--- config.mk ---
export PLATFORM = sky130hd
export DESIGN_NAME = dasr_top
export DESIGN_NICKNAME = d
export VERILOG_FILES = /design/src/core/dasr_conv.v /design/src/core/dasr_shift.v /design/src/core/dasr_top.v
export VERILOG_INCLUDE_DIRS = /design/src /design/src/core
export SDC_FILE = /design/constraint.sdc
export NUM_CORES = 1
export LEC_CHECK = 0
export BUFFER_PORTS_ARGS = -buffer_cell sky130_fd_sc_hd__buf_2
export CAP_MARGIN = 20
export CORE_ASPECT_RATIO = 1.5
export CORE_MARGIN = 2
export CORE_UTILIZATION = 55
export DETAILED_ROUTE_END_ITERATION = 6
export PLACE_DENSITY = 0.74
export SYNTH_ARGS = -nofsm -noshare
export SYNTH_HDL_FRONTEND = slang
export SYNTH_SLANG_ARGS = --single-unit
--- constraint.sdc ---
create_clock -name clk_sys -period 9.33 [get_ports clk_sys]
set_clock_uncertainty 0.15 [all_clocks]
set_input_delay 2.3325 -clock clk_sys [delete_from_list [all_inputs] [get_ports clk_sys]]
set_output_delay 2.3325 -clock clk_sys [all_outputs]
set_load 0.02 [all_outputs]
--- src/core/dasr_consts.vh ---
// Constants for the dual converter serial readout control block.
// Assumes a 125 MHz system clock and a plain local register port.
// Behaviour
// - Power-down stops analog, serial port stays alive
// - Clearing power-down resumes, settings kept intact
// - Reference select: 0 internal buffer, 1 external
// - Soft reset: keep config, reinit everything else
// - Hard reset: soft reset plus defaults, osc
// - Self test after reset sets fail flag
// - Chip select fall samples, converts, drives outputs
// - Conversion timed by internal clock only
// - Result leaves in the following frame
// - MSB at select fall, shift on rising
// - Two-lane lengths 16, 18, 24, 26 pulses
// - One-lane: A then B on lane A
// - Two-lane: A on lane A, B on B
// - Boost with oversampling widens words by two
// - Native word width without boost
// - Read checksum appends eight bits
`ifndef DASR_CONSTS_VH
`define DASR_CONSTS_VH
// Register indices on the local port
`define DASR_REG_CFG1 4'h1
`define DASR_REG_CFG2 4'h2
`define DASR_REG_ALERT 4'h3
`define DASR_REG_RES_A 4'h4
`define DASR_REG_RES_B 4'h5
`define DASR_REG_SDI 4'h6
// Field positions of config_reg_one
`define DASR_C1_PD 0
`define DASR_C1_REFERENCE_SOURCE_SELECT 1
`define DASR_C1_BOOST 2
`define DASR_C1_CRCR 3
`define DASR_C1_OSEN 4
// Field positions of config_reg_two
`define DASR_C2_LANE 0
`define DASR_C2_RST_LO 1
`define DASR_C2_RST_HI 2
// Reset field codes
`define DASR_RST_SOFT 2'h1
`define DASR_RST_HARD 2'h2
// Field positions of the alert register
`define DASR_AL_SELFTEST 0
`define DASR_AL_OVERRUN 1
// Reset values
`define DASR_CFG1_RST 5'h00
`define DASR_CFG2_RST 1'h0
// Timing
`define DASR_CLK_NS 8
`define DASR_CONV_NS 190
`define DASR_CONV_CYC ((`DASR_CONV_NS+`DASR_CLK_NS-1)/`DASR_CLK_NS)
`define DASR_SELFTEST_CYC 16
`define DASR_CRC_POLY 8'h07
`endif

--- src/core/dasr_conv.v ---
// Conversion sequencer for both converters.
// Runs only on the system clock, standing in for the internal oscillator.
`timescale 1ns/1ps
`include "dasr_consts.vh"
module dasr_conv #(
  parameter WB = 18
) (
  input wire clk_sys,
  input wire rst,
  input wire clear,
  input wire start,
  input wire [WB-1:0] sample_a,
  input wire [WB-1:0] sample_b,
  output reg busy,
  output reg done,
  output reg hold,
  output reg [WB-1:0] res_a,
  output reg [WB-1:0] res_b
);
  localparam integer CONV_INT = `DASR_CONV_CYC; // Conversion length
  localparam [7:0] CONV_CYC = CONV_INT[7:0];
  reg [7:0] cnt; // Cycles left in the conversion
  reg [WB-1:0] held_a; // Track-and-hold value A
  reg [WB-1:0] held_b; // Track-and-hold value B

  // Timer counts clk_sys only, never the serial clock
  always @(posedge clk_sys or posedge rst) begin
    if (rst) begin
      cnt <= 8'h00;
      busy <= 1'b0;
      done <= 1'b0;
      hold <= 1'b0;
      held_a <= {WB{1'b0}};
      held_b <= {WB{1'b0}};
      res_a <= {WB{1'b0}};
      res_b <= {WB{1'b0}};
    end else begin
      done <= 1'b0;
      hold <= 1'b0;
      if (clear) begin
        // Reset aborts any conversion in flight
        cnt <= 8'h00;
        busy <= 1'b0;
      end else if (start) begin
        held_a <= sample_a;
        held_b <= sample_b;
        hold <= 1'b1;
        busy <= 1'b1;
        cnt <= CONV_CYC;
      end else if (busy) begin
        if (cnt == 8'h01) begin
          busy <= 1'b0;
          done <= 1'b1;
          res_a <= held_a;
          res_b <= held_b;
        end
        cnt <= cnt - 8'h01;
      end
    end
  end
endmodule // dasr_conv

--- src/core/dasr_shift.v ---
// One output lane shift register, MSB first.
// Load and shift come from the same clock domain as the register.
`timescale 1ns/1ps
module dasr_shift #(
  parameter LW = 44
) (
  input wire clk_sys,
  input wire rst,
  input wire load,
  input wire [LW-1:0] word,
  input wire shift,
  output wire bit_out
);
  reg [LW-1:0] sr; // Remaining bits of the frame

  // Load wins over shift; zeros fill behind the data
  always @(posedge clk_sys or posedge rst) begin
    if (rst) begin
      sr <= {LW{1'b0}};
    end else if (load) begin
      sr <= word;
    end else if (shift) begin
      sr <= {sr[LW-2:0], 1'b0};
    end
  end

  assign bit_out = sr[LW-1];
endmodule // dasr_shift

--- src/core/dasr_top.v ---
// Control and serial readout of a dual simultaneous-sampling converter.
// Assumes cs_n, sclk and sdi are asynchronous pins sampled at 125 MHz,
// and that the analog side delivers parallel samples on demand.
//
// The register offsets and strobed register access were chosen for this implementation.
`timescale 1ns/1ps
`include "dasr_consts.vh"
module dasr_top #(
  parameter W = 16,
  parameter SELFTEST_CYC = `DASR_SELFTEST_CYC
) (
  input wire clk_sys,
  input wire rst,
  input wire cs_n,
  input wire sclk,
  input wire sdi,
  input wire [3:0] reg_addr,
  input wire [15:0] reg_wdata,
  input wire reg_wr,
  input wire reg_rd,
  output reg [15:0] reg_rdata,
  input wire [W+1:0] sample_a_in,
  input wire [W+1:0] sample_b_in,
  input wire selftest_error,
  output wire serial_out_a,
  output wire serial_out_a_oe,
  output wire serial_out_b_or_alarm,
  output wire serial_out_b_or_alarm_oe,
  output wire analog_power_en,
  output wire ref_buffer_en,
  output wire track_hold,
  output reg osc_reset,
  output reg fifo_flush
);
  localparam WB = W + 2; // Widest word, with boost
  localparam LW = 2 * WB + 8; // Longest lane A frame
  localparam [5:0] NW = W[5:0]; // Native width
  localparam [5:0] BW = WB[5:0]; // Boosted width
  localparam [7:0] CRC_POLY = `DASR_CRC_POLY;

  // Pin synchronisers, two flops each
  reg [2:0] sync1; // First stage, read by sync2 only
  reg [2:0] sync2; // Second stage, safe to use
  reg [2:0] sync3; // Previous value for edges
  genvar gi;
  generate
    for (gi = 0; gi < 3; gi = gi + 1) begin : g_sync
      // Capture of one pin into the clock domain
      always @(posedge clk_sys or posedge rst) begin
        if (rst) begin
          // Idle levels: select high, clock low, so no false edge
          sync1[gi] <= (gi == 1) ? 1'b0 : 1'b1;
          sync2[gi] <= (gi == 1) ? 1'b0 : 1'b1;
          sync3[gi] <= (gi == 1) ? 1'b0 : 1'b1;
        end else begin
          sync1[gi] <= (gi == 0) ? cs_n : ((gi == 1) ? sclk : sdi);
          sync2[gi] <= sync1[gi];
          sync3[gi] <= sync2[gi];
        end
      end
    end
  endgenerate

  wire cs_n_s = sync2[0]; // Synchronised chip select
  wire cs_fall = sync3[0] & ~sync2[0]; // Frame start
  wire cs_rise = ~sync3[0] & sync2[0]; // Frame end
  wire sclk_rise = ~sync3[1] & sync2[1]; // Serial shift edge
  wire sdi_s = sync2[2]; // Synchronised data in

  // Configuration state
  reg [4:0] cfg1; // config_reg_one fields
  reg lane_sel; // output_lane_select
  reg [1:0] alert; // Alert register
  reg [15:0] sdi_word; // Last bits shifted in
  reg frame; // Chip select low and port live
  reg soft_pulse; // Soft reset strobe
  reg hard_pulse; // Hard reset strobe
  reg st_run; // Self test in progress
  reg [15:0] st_cnt; // Self test cycles elapsed

  wire pd = cfg1[`DASR_C1_PD];
  wire reference_source_select = cfg1[`DASR_C1_REFERENCE_SOURCE_SELECT];
  wire crc_en = cfg1[`DASR_C1_CRCR];
  // Boost only takes effect inside a valid oversampling mode
  wire boost = cfg1[`DASR_C1_BOOST] & cfg1[`DASR_C1_OSEN];
  wire [5:0] n = boost ? BW : NW;
  wire reinit = soft_pulse | hard_pulse; // Common reset scope

  // Register writes on the local port
  wire wr_c1 = reg_wr & (reg_addr == `DASR_REG_CFG1);
  wire wr_c2 = reg_wr & (reg_addr == `DASR_REG_CFG2);
  wire wr_al = reg_wr & (reg_addr == `DASR_REG_ALERT);
  wire [1:0] rst_code = reg_wdata[`DASR_C2_RST_HI:`DASR_C2_RST_LO];

  // Conversion engine
  wire conv_busy; // Conversion underway
  wire [WB-1:0] res_a; // Latest result A
  wire [WB-1:0] res_b; // Latest result B
  // Power-down blocks new conversions, the port keeps going
  // Resets in flight refuse a new start
  wire frame_ok = ~reinit;
  wire conv_start = cs_fall & ~pd & frame_ok;

  dasr_conv #(
    .WB(WB)
  ) u_conv (
    .clk_sys(clk_sys),
    .rst(rst),
    .clear(reinit),
    .start(conv_start),
    .sample_a(sample_a_in),
    .sample_b(sample_b_in),
    .busy(conv_busy),
    .done(),
    .hold(track_hold),
    .res_a(res_a),
    .res_b(res_b)
  );

  // Config registers; hard reset restores defaults
  always @(posedge clk_sys or posedge rst) begin
    if (rst) begin
      cfg1 <= `DASR_CFG1_RST;
      lane_sel <= `DASR_CFG2_RST;
    end else if (hard_pulse) begin
      cfg1 <= `DASR_CFG1_RST;
      lane_sel <= `DASR_CFG2_RST;
    end else begin
      // A write replaces all five config_reg_one fields at once
      if (wr_c1) begin
        cfg1 <= reg_wdata[4:0];
      end
      if (wr_c2) begin
        lane_sel <= reg_wdata[`DASR_C2_LANE];
      end
    end
  end

  // Reset field is self-clearing; it only fires a strobe
  always @(posedge clk_sys or posedge rst) begin
    if (rst) begin
      soft_pulse <= 1'b0;
      hard_pulse <= 1'b0;
      osc_reset <= 1'b0;
      fifo_flush <= 1'b0;
    end else begin
      soft_pulse <= wr_c2 & (rst_code == `DASR_RST_SOFT);
      hard_pulse <= wr_c2 & (rst_code == `DASR_RST_HARD);
      osc_reset <= wr_c2 & (rst_code == `DASR_RST_HARD);
      // Oversampling block and its FIFO flush on either reset
      fifo_flush <= wr_c2 & ((rst_code == `DASR_RST_SOFT) |
                             (rst_code == `DASR_RST_HARD));
    end
  end

  // Self test after power-on and after hard reset
  always @(posedge clk_sys or posedge rst) begin
    if (rst) begin
      st_run <= 1'b1;
      st_cnt <= 16'h0000;
    end else if (hard_pulse) begin
      st_run <= 1'b1;
      st_cnt <= 16'h0000;
    end else if (st_run) begin
      if (st_cnt == SELFTEST_CYC[15:0] - 16'h0001) begin
        st_run <= 1'b0;
      end
      st_cnt <= st_cnt + 16'h0001;
    end
  end

  wire st_end = st_run & ~hard_pulse &
    (st_cnt == SELFTEST_CYC[15:0] - 16'h0001);
  // Loaded settings must equal defaults right after reset
  wire st_bad = selftest_error | (cfg1 != `DASR_CFG1_RST) |
    (lane_sel != `DASR_CFG2_RST);

  // Alert register: overrun set wins over clear on the same edge
  always @(posedge clk_sys or posedge rst) begin
    if (rst) begin
      alert <= 2'h0;
    end else begin
      if (hard_pulse) begin
        alert[`DASR_AL_SELFTEST] <= 1'b0;
      end else if (st_end) begin
        alert[`DASR_AL_SELFTEST] <= st_bad;
      end
      // Overrun: new frame while converting
      if (cs_fall & conv_busy) begin
        alert[`DASR_AL_OVERRUN] <= 1'b1;
      end else if (reinit) begin
        alert[`DASR_AL_OVERRUN] <= 1'b0;
      end else if (wr_al & reg_wdata[`DASR_AL_OVERRUN]) begin
        alert[`DASR_AL_OVERRUN] <= 1'b0;
      end
    end
  end

  // Analog supplies follow power-down and reference select
  assign analog_power_en = ~pd;
  // Internal buffer on only for select 0, off in power-down
  assign ref_buffer_en = ~reference_source_select & ~pd & ~hard_pulse;

  // One step of the read checksum, msb first
  function [7:0] crc_step;
    input [7:0] c;
    input b;
    begin
      crc_step = {c[6:0], 1'b0} ^ ((c[7] ^ b) ? CRC_POLY : 8'h00);
    end
  endfunction

  // Checksum over the A word then the B word
  function [7:0] crc_calc;
    input [WB-1:0] a;
    input [WB-1:0] b;
    input [5:0] len;
    integer i;
    reg [7:0] c;
    begin
      c = 8'h00;
      for (i = 0; i < WB; i = i + 1) begin
        if (i < len) begin
          c = crc_step(c, a[WB-1-i]);
        end
      end
      for (i = 0; i < WB; i = i + 1) begin
        if (i < len) begin
          c = crc_step(c, b[WB-1-i]);
        end
      end
      crc_calc = c;
    end
  endfunction

  // Words left-aligned; native width drops the two low bits
  wire [WB-1:0] a_al = boost ? res_a : {res_a[WB-1:2], 2'b00};
  wire [WB-1:0] b_al = boost ? res_b : {res_b[WB-1:2], 2'b00};
  wire [7:0] crc = crc_calc(a_al, b_al, n);

  // Lane images for the next frame
  reg [LW-1:0] word_a; // Lane A image
  reg [LW-1:0] word_b; // Lane B image
  reg [LW-1:0] tmp_crc; // Checksum placed at top
  always @* begin
    word_a = {a_al, {(LW-WB){1'b0}}};
    word_b = {b_al, {(LW-WB){1'b0}}};
    tmp_crc = {crc, {(LW-8){1'b0}}};
    if (lane_sel) begin
      // One lane: A then B then checksum on lane A
      word_a = word_a | (word_b >> n);
      if (crc_en) begin
        word_a = word_a | (tmp_crc >> (n + n));
      end
    end else if (crc_en) begin
      // Two lanes: checksum follows A on lane A
      word_a = word_a | (tmp_crc >> n);
    end
  end

  // Frame state: live from select fall until select rise
  always @(posedge clk_sys or posedge rst) begin
    if (rst) begin
      frame <= 1'b0;
    end else if (reinit | cs_rise | cs_n_s) begin
      frame <= 1'b0;
    end else if (cs_fall) begin
      frame <= 1'b1;
    end
  end

  // Serial shifting only while a frame is live
  wire shift_en = frame & sclk_rise & ~cs_n_s;
  wire lane_a_bit; // Current lane A bit
  wire lane_b_bit; // Current lane B bit

  // Previous conversion's result loads at this frame's start
  dasr_shift #(
    .LW(LW)
  ) u_lane_a (
    .clk_sys(clk_sys),
    .rst(rst),
    .load(cs_fall),
    .word(word_a),
    .shift(shift_en),
    .bit_out(lane_a_bit)
  );

  dasr_shift #(
    .LW(LW)
  ) u_lane_b (
    .clk_sys(clk_sys),
    .rst(rst),
    .load(cs_fall),
    .word(word_b),
    .shift(shift_en),
    .bit_out(lane_b_bit)
  );

  // Host data captured on rising edges, kept for reading
  always @(posedge clk_sys or posedge rst) begin
    if (rst) begin
      sdi_word <= 16'h0000;
    end else if (reinit) begin
      sdi_word <= 16'h0000;
    end else if (shift_en) begin
      sdi_word <= {sdi_word[14:0], sdi_s};
    end
  end

  // Pins: drive only inside a frame, else released
  assign serial_out_a = frame & lane_a_bit;
  assign serial_out_a_oe = frame;
  // Lane B carries B in two-lane mode, else the alarm level
  assign serial_out_b_or_alarm = frame &
    (lane_sel ? alert[`DASR_AL_OVERRUN] : lane_b_bit);
  assign serial_out_b_or_alarm_oe = frame;

  // Read data appear in the cycle after the strobe
  always @(posedge clk_sys or posedge rst) begin
    if (rst) begin
      reg_rdata <= 16'h0000;
    end else if (reg_rd) begin
      case (reg_addr)
        `DASR_REG_CFG1: reg_rdata <= {11'h000, cfg1};
        `DASR_REG_CFG2: reg_rdata <= {15'h0000, lane_sel};
        `DASR_REG_ALERT: reg_rdata <= {12'h000, conv_busy, st_run, alert};
        `DASR_REG_RES_A: reg_rdata <= res_a[WB-1:WB-16];
        `DASR_REG_RES_B: reg_rdata <= res_b[WB-1:WB-16];
        `DASR_REG_SDI: reg_rdata <= sdi_word;
        // Unmapped indices and bits above the fields read zero
        default: reg_rdata <= 16'h0000;
      endcase
    end else begin
      reg_rdata <= 16'h0000;
    end
  end

  // Results are taken at the next frame start, so the sequencer's
  // done strobe is left open and only busy marks an overrun
endmodule // dasr_top

---- After elaboration in Yosys (flattened, before gate mapping) ----
Index checks and enable logic that the tools add are counted.
word-level totals
  register bits after elaboration ......... 239
  input bits .............................. 64
  output and inout bits ................... 25
  logic and storage cells ................. 296
cells by class
  add/sub/neg operators ................... 3
  magnitude comparators ................... 18
  eq/ne operators ......................... 10
  shift-type cells ........................ 3
  muxes and demuxes ....................... 112
  bitwise logic cells ..................... 109
  reductions and logical operators ........ 12
operators with widths
  operator               count
  $mux 44                7
  $mux 8                 38
  $xor 8x3->8            35
  $or 44x44->44          3
  $mux 3                 37
  $pmux 16 s6            1
  $shr 44x5->44          2
  $mux 16                5
  $shr 44x6->44          1
  $lt 4x5->1 const A     8
  $xor 1x1->1            34
  $and 1x1->1            22
  $lt 3x5->1 const A     4
  $mux 1                 19
  $add 16x1->16 const B  1
  $eq 16x4->1 const B    1
  $reduce_bool 2->1      7
  $eq 4x3->1 const B     3
  $lt 1x5->1 const A     2
  $lt 2x5->1 const A     2
  $lt 5x5->1 const A     2
  $mux 5                 2
  $eq 4x2->1 const B     2
  $eq 8x1->1 const B     1
  13 further kinds       28

---- Depth between registers and ports, before layout ----
  depth in word-level cells ............... 147
  gate-level depth with buffers ........... 11
  depth with buffers taken out ............ 10

---- Hierarchy ----
Synthesis repeated with hierarchy kept, for this count alone.
second synthesis, totals
  cells, all modules ...................... 1,166
  area total of the unflattened synthesis .. 12,737.2 µm²
by module, submodules not included
  module      instances  cells an instance  area an instance (µm²)  seq. area each (µm²)
  dasr_top    1          579                5,220.0                 1,734.2
  dasr_shift  2          192                2,090.8                 1,101.1
  dasr_conv   1          203                3,335.7                 2,077.0

---- Worst setup path before layout ----
No wires, ideal clock.
  path type ............................... input port to flip-flop
  from .................................... input port reg_addr[1]
  to ...................................... register reg_rdata[12]
  setup time .............................. 0.132 ns
  arrival time ............................ 3.496 ns
  required time ........................... 9.048 ns
  setup slack ............................. 5.552 ns
  stages on the path ...................... 6
  path buffers ............................ 2
  path through ............................ buf_1 -> clkbuf_1 -> mux2i_1 -> nor2_1 -> a21oi_1 -> nor2_1
between the ends
  word-level cells in the longest chain between the ends .. 3
  elaborated cells between the ends (all ways) .. 8
  classes of those cells .................. 6 x eq/ne; 2 x mux
RTL lines
  what                                line            text
  from (decl)                         dasr_top.v:17   input wire [3:0] reg_addr,
  $eq 4x3->1 (tied with other cells)  dasr_top.v:324  case (reg_addr)
  $pmux 16 s6 *                       dasr_top.v:324
  $mux 16 *                           dasr_top.v:323  end else if (reg_rd) begin
  to (signal assigned)                dasr_top.v:325  `DASR_REG_CFG1: reg_rdata <= {11'h000, cfg1};
  to (signal assigned)                dasr_top.v:326  `DASR_REG_CFG2: reg_rdata <= {15'h0000, lane_sel};
  to (signal assigned)                dasr_top.v:327  `DASR_REG_ALERT: reg_rdata <= {12'h000, conv_busy, st_run, alert};
  to (decl)                           dasr_top.v:21   output reg [15:0] reg_rdata,
Mark *: on every way between the ends. The rest lies on a longest branch, timed or not.
A chain may end at the register's enable or synchronous reset.

---- Final worst setup path ----
  from .................................... register lane_sel
  to ...................................... output port serial_out_b_or_alarm
between the ends
  word-level cells in the longest chain between the ends .. 2
RTL lines
  what                    line            text
  from (decl)             dasr_top.v:72   reg lane_sel;
  from (signal assigned)  dasr_top.v:124  lane_sel <= `DASR_CFG2_RST;
  from (signal assigned)  dasr_top.v:127  lane_sel <= `DASR_CFG2_RST;
  from (signal assigned)  dasr_top.v:134  lane_sel <= reg_wdata[`DASR_C2_LANE];
  $mux 1                  dasr_top.v:316  (lane_sel ? alert[`DASR_AL_OVERRUN] : lane_b_bit);
  $and 1x1->1             dasr_top.v:315  assign serial_out_b_or_alarm = frame &
  to (decl)               dasr_top.v:27   output wire serial_out_b_or_alarm,
No other way between the ends.

==> results.py <==
metrics = {
    "drt": {
        "avgRoutedWirePerCell_um": 18.75,
        "first_iter_violations": 656,
        "drcViolationCount": 0,
        "post_drt_via_cell_ratio": 5.761,
        "drt-total-wl_mm": 26.16,
        "drt_pass1_iterations": 6,
        "vias": 8036,
        "ant_nets": 0,
    },
    "floorplanning": {
        "core_mm2": 0.01924,
        "rows": 62,
        "initial_core_util_pct": 56.35,
        "io_pins": 89,
        "die_x_um": 118.6,
        "dieArea_mm2": 0.02087,
        "die_height_um": 175.9,
    },
    "logic_synthesis": {
        "avgSynthCellArea_um2": 9.973,
        "yosys.area.top_type": "dfrtp_1",
        "synth_top_area_share_pct": 47.78,
        "synth_warnings": 0,
        "ys_dominant_reg_cell": "dfrtp_1",
        "async_flop_share_pct": 100.0,
        "syn_nets": 1156,
        "synth-edff-count": 0,
        "ys_seq_area_share_pct": 49.24,
        "post-synth-top-count-cell": "nand2_1",
        "ys_types": 61,
        "synth-seq-cells": 213,
        "netlist_area_mm2": 0.01084,
        "syn-instance-count": 1087,
        "synth_common_cells": "246 x nand2_1, 207 x dfrtp_1, 97 x nor2_1, 73 x a21oi_1, 54 x clkbuf_1",
        "synth.area.top_cells": "dfrtp_1 48%, nand2_1 8.5%, mux2i_1 4.2%",
    },
    "global_routing": {
        "grt_pass1_wl_mm": 42.24,
        "antenna_found_initial": 0,
        "grt_pass1_vias": 8099,
        "grt.total_usage_pct": 25.40,
        "grt_overflow": 0,
        "grt_max_degree": 145,
    },
    "clock_tree": {
        "cts_setup_buffers": 0,
        "clkTransAtPathRegs_ns": 0.07,
        "cts_max_level": 1,
        "clk_path_buf_depth": 3,
        "ctsRootBufferMaster": "clkbuf_16",
        "insertion_delay_ns": 0.50,
        "clock_sinks": 213,
        "cts_inserted_buffers": 21,
        "ctsResizeCount": 0,
        "cts_hold_buffers": 0,
        "cts_tree": "done",
    },
    "timing": {
        "worst_pin_slew_ns": 1.030,
        "hold_viol_final": 0,
        "fin_setup_tns_ns": 0,
        "period_share_pct": 46.58,
        "slew_headroom_pct": 31.34,
        "setup_viol": 0,
        "slew_violations": 0,
        "grt_setup_unrepaired": "false",
        "fmax_mhz": 230.1,
        "finalCriticalPeriod_ns": 4.346,
    },
    "critical_path": {
        "crit_slowest_cell": "dfrtp_1",
        "criticalPathCategory": "reg2out",
        "cp_cell_sequence": "mux2i_1 -> nor2b_1 -> buf_2",
        "start_kind": "flop",
        "worst_ep_required_time_ns": 6.85,
        "cp-end-kind": "primary output",
        "critPathMaxStageDelay_ns": 0.78,
        "crit_arrival_ns": 1.86,
        "path_max_fanout": 17,
        "worstRegToRegCells": 9,
    },
    "run": {
        "cap_violations": 0,
    },
    "final_layout": {
        "syn2layout_area_growth_pct": 11.22,
        "final_nets": 1195,
        "fillers": 1662,
        "drive_gt1_share_pct": 16.07,
        "register_area_mm2": 0.005338,
        "n_antenna_cell": 0,
        "multiInputGateArea_mm2": 0.005166,
    },
    "worst_hold_path": {
        "hold_class": "reg2reg",
        "hold_depth": 0,
    },
    "placement": {
        "place.port_buffers": 77,
        "hpwl_mm": 17.69,
        "globalplace.congestion": 0.8768,
    },
    "status": {
        "outcome": "completed",
    },
}
## per-layer routing
| layer | GRT usage [%] | vias up | wire length [um] |
|---|---|---|---|
| met5 | 0 | - | 0 |
| met4 | 12.10 | 0 | 1192 |
| met3 | 3.488 | 68 | 1219 |
| met2 | 43.65 | 244 | 13300 |
| met1 | 31.72 | 3969 | 10460 |
| li1 | - | 3755 | - |
## worst max-delay path, delay by kind of cell, from the launching register on
family	cells	cell delay, ns
simple gates	1	0.07
flops	1	0.78
mux	1	0.34
buf+inv	1	0.16
## layout make-up
class                   instances  area share (%)
flip-flops and latches        213           44.27
multi-input cells             789           42.85
clock buffers                  32           5.116
repair buffers                 87           3.819
well taps                     256           2.657
clock inverters                 4          0.7887
inverters                      14          0.4981
## registers in the layout (all words and copies together) (netlist names), 2 cells and up
signal / flops
u_lane_a.sr: 44
u_conv.held_a: 18
u_conv.held_b: 18
u_conv.res_a: 18
u_conv.res_b: 18
u_lane_b.sr: 18
reg_rdata: 16
sdi_word: 16
st_cnt: 16
u_conv.cnt: 8
cfg1: 5
sync1: 3
alert: 2
sync3: 2
## path summary, 6_finish.rpt
check                                              to      from  slack (ns)
worst max-delay path            serial_out_b_or_alarm  lane_sel        4.98
worst min-delay path                         sync2[1]  sync1[1]        0.20
worst max register to register        u_lane_a.sr[21]   cfg1[2]        5.37
worst min register to register               sync2[1]  sync1[1]        0.20
max in group asynchronous            u_conv.res_b[10]       rst        5.71
min in group asynchronous           u_conv.held_a[15]       rst        1.88
## cells in the final DEF (no fill, tap or decap), types with 19 or more instances in the layout
| cell type | Yosys | layout |
|---|---|---|
| xor2_1 | 28 | 28 |
| o22ai_1 | 19 | 19 |
| clkbuf_16 | 0 | 21 |
| o21ai_0 | 22 | 22 |
| mux2i_1 | 46 | 46 |
| mux2_2 | 36 | 36 |
| dfrtp_1 | 207 | 207 |
| nand2_1 | 246 | 246 |
| xnor2_1 | 50 | 50 |
| nor2_1 | 97 | 96 |
| buf_2 | 3 | 77 |
| a21oi_1 | 73 | 73 |
## logic make-up after synthesis
logic type	Yosys count	share of synthesized area [%]
fa+ha+maj	5	0.5771
xor+xnor	111	12.82
buf+inv	85	3.185
flops	213	49.24
mux	83	8.126
simple gates	415	15.96
compound gates	175	10.09
## metrics by stage
stage          area [um^2]  setup slack [ns]  utilization [%]  instances  hold WS (ns)
2_1_floorplan        10840             1.035                -       1087        0.1812
3_3_place_gp         11340             4.740            58.93       1358        0.1869
3_5_place_dp         11340             4.723            58.93       1358        0.1972
4_1_cts              12050             4.998            62.63       1394        0.2070
5_1_grt              12060             4.902            62.67       1395        0.2103
6_report             12060             4.984            62.67       1395        0.2042
Power is not shown: default switching activity piles up to over one toggle a cycle in this logic, so the estimate is an artifact.
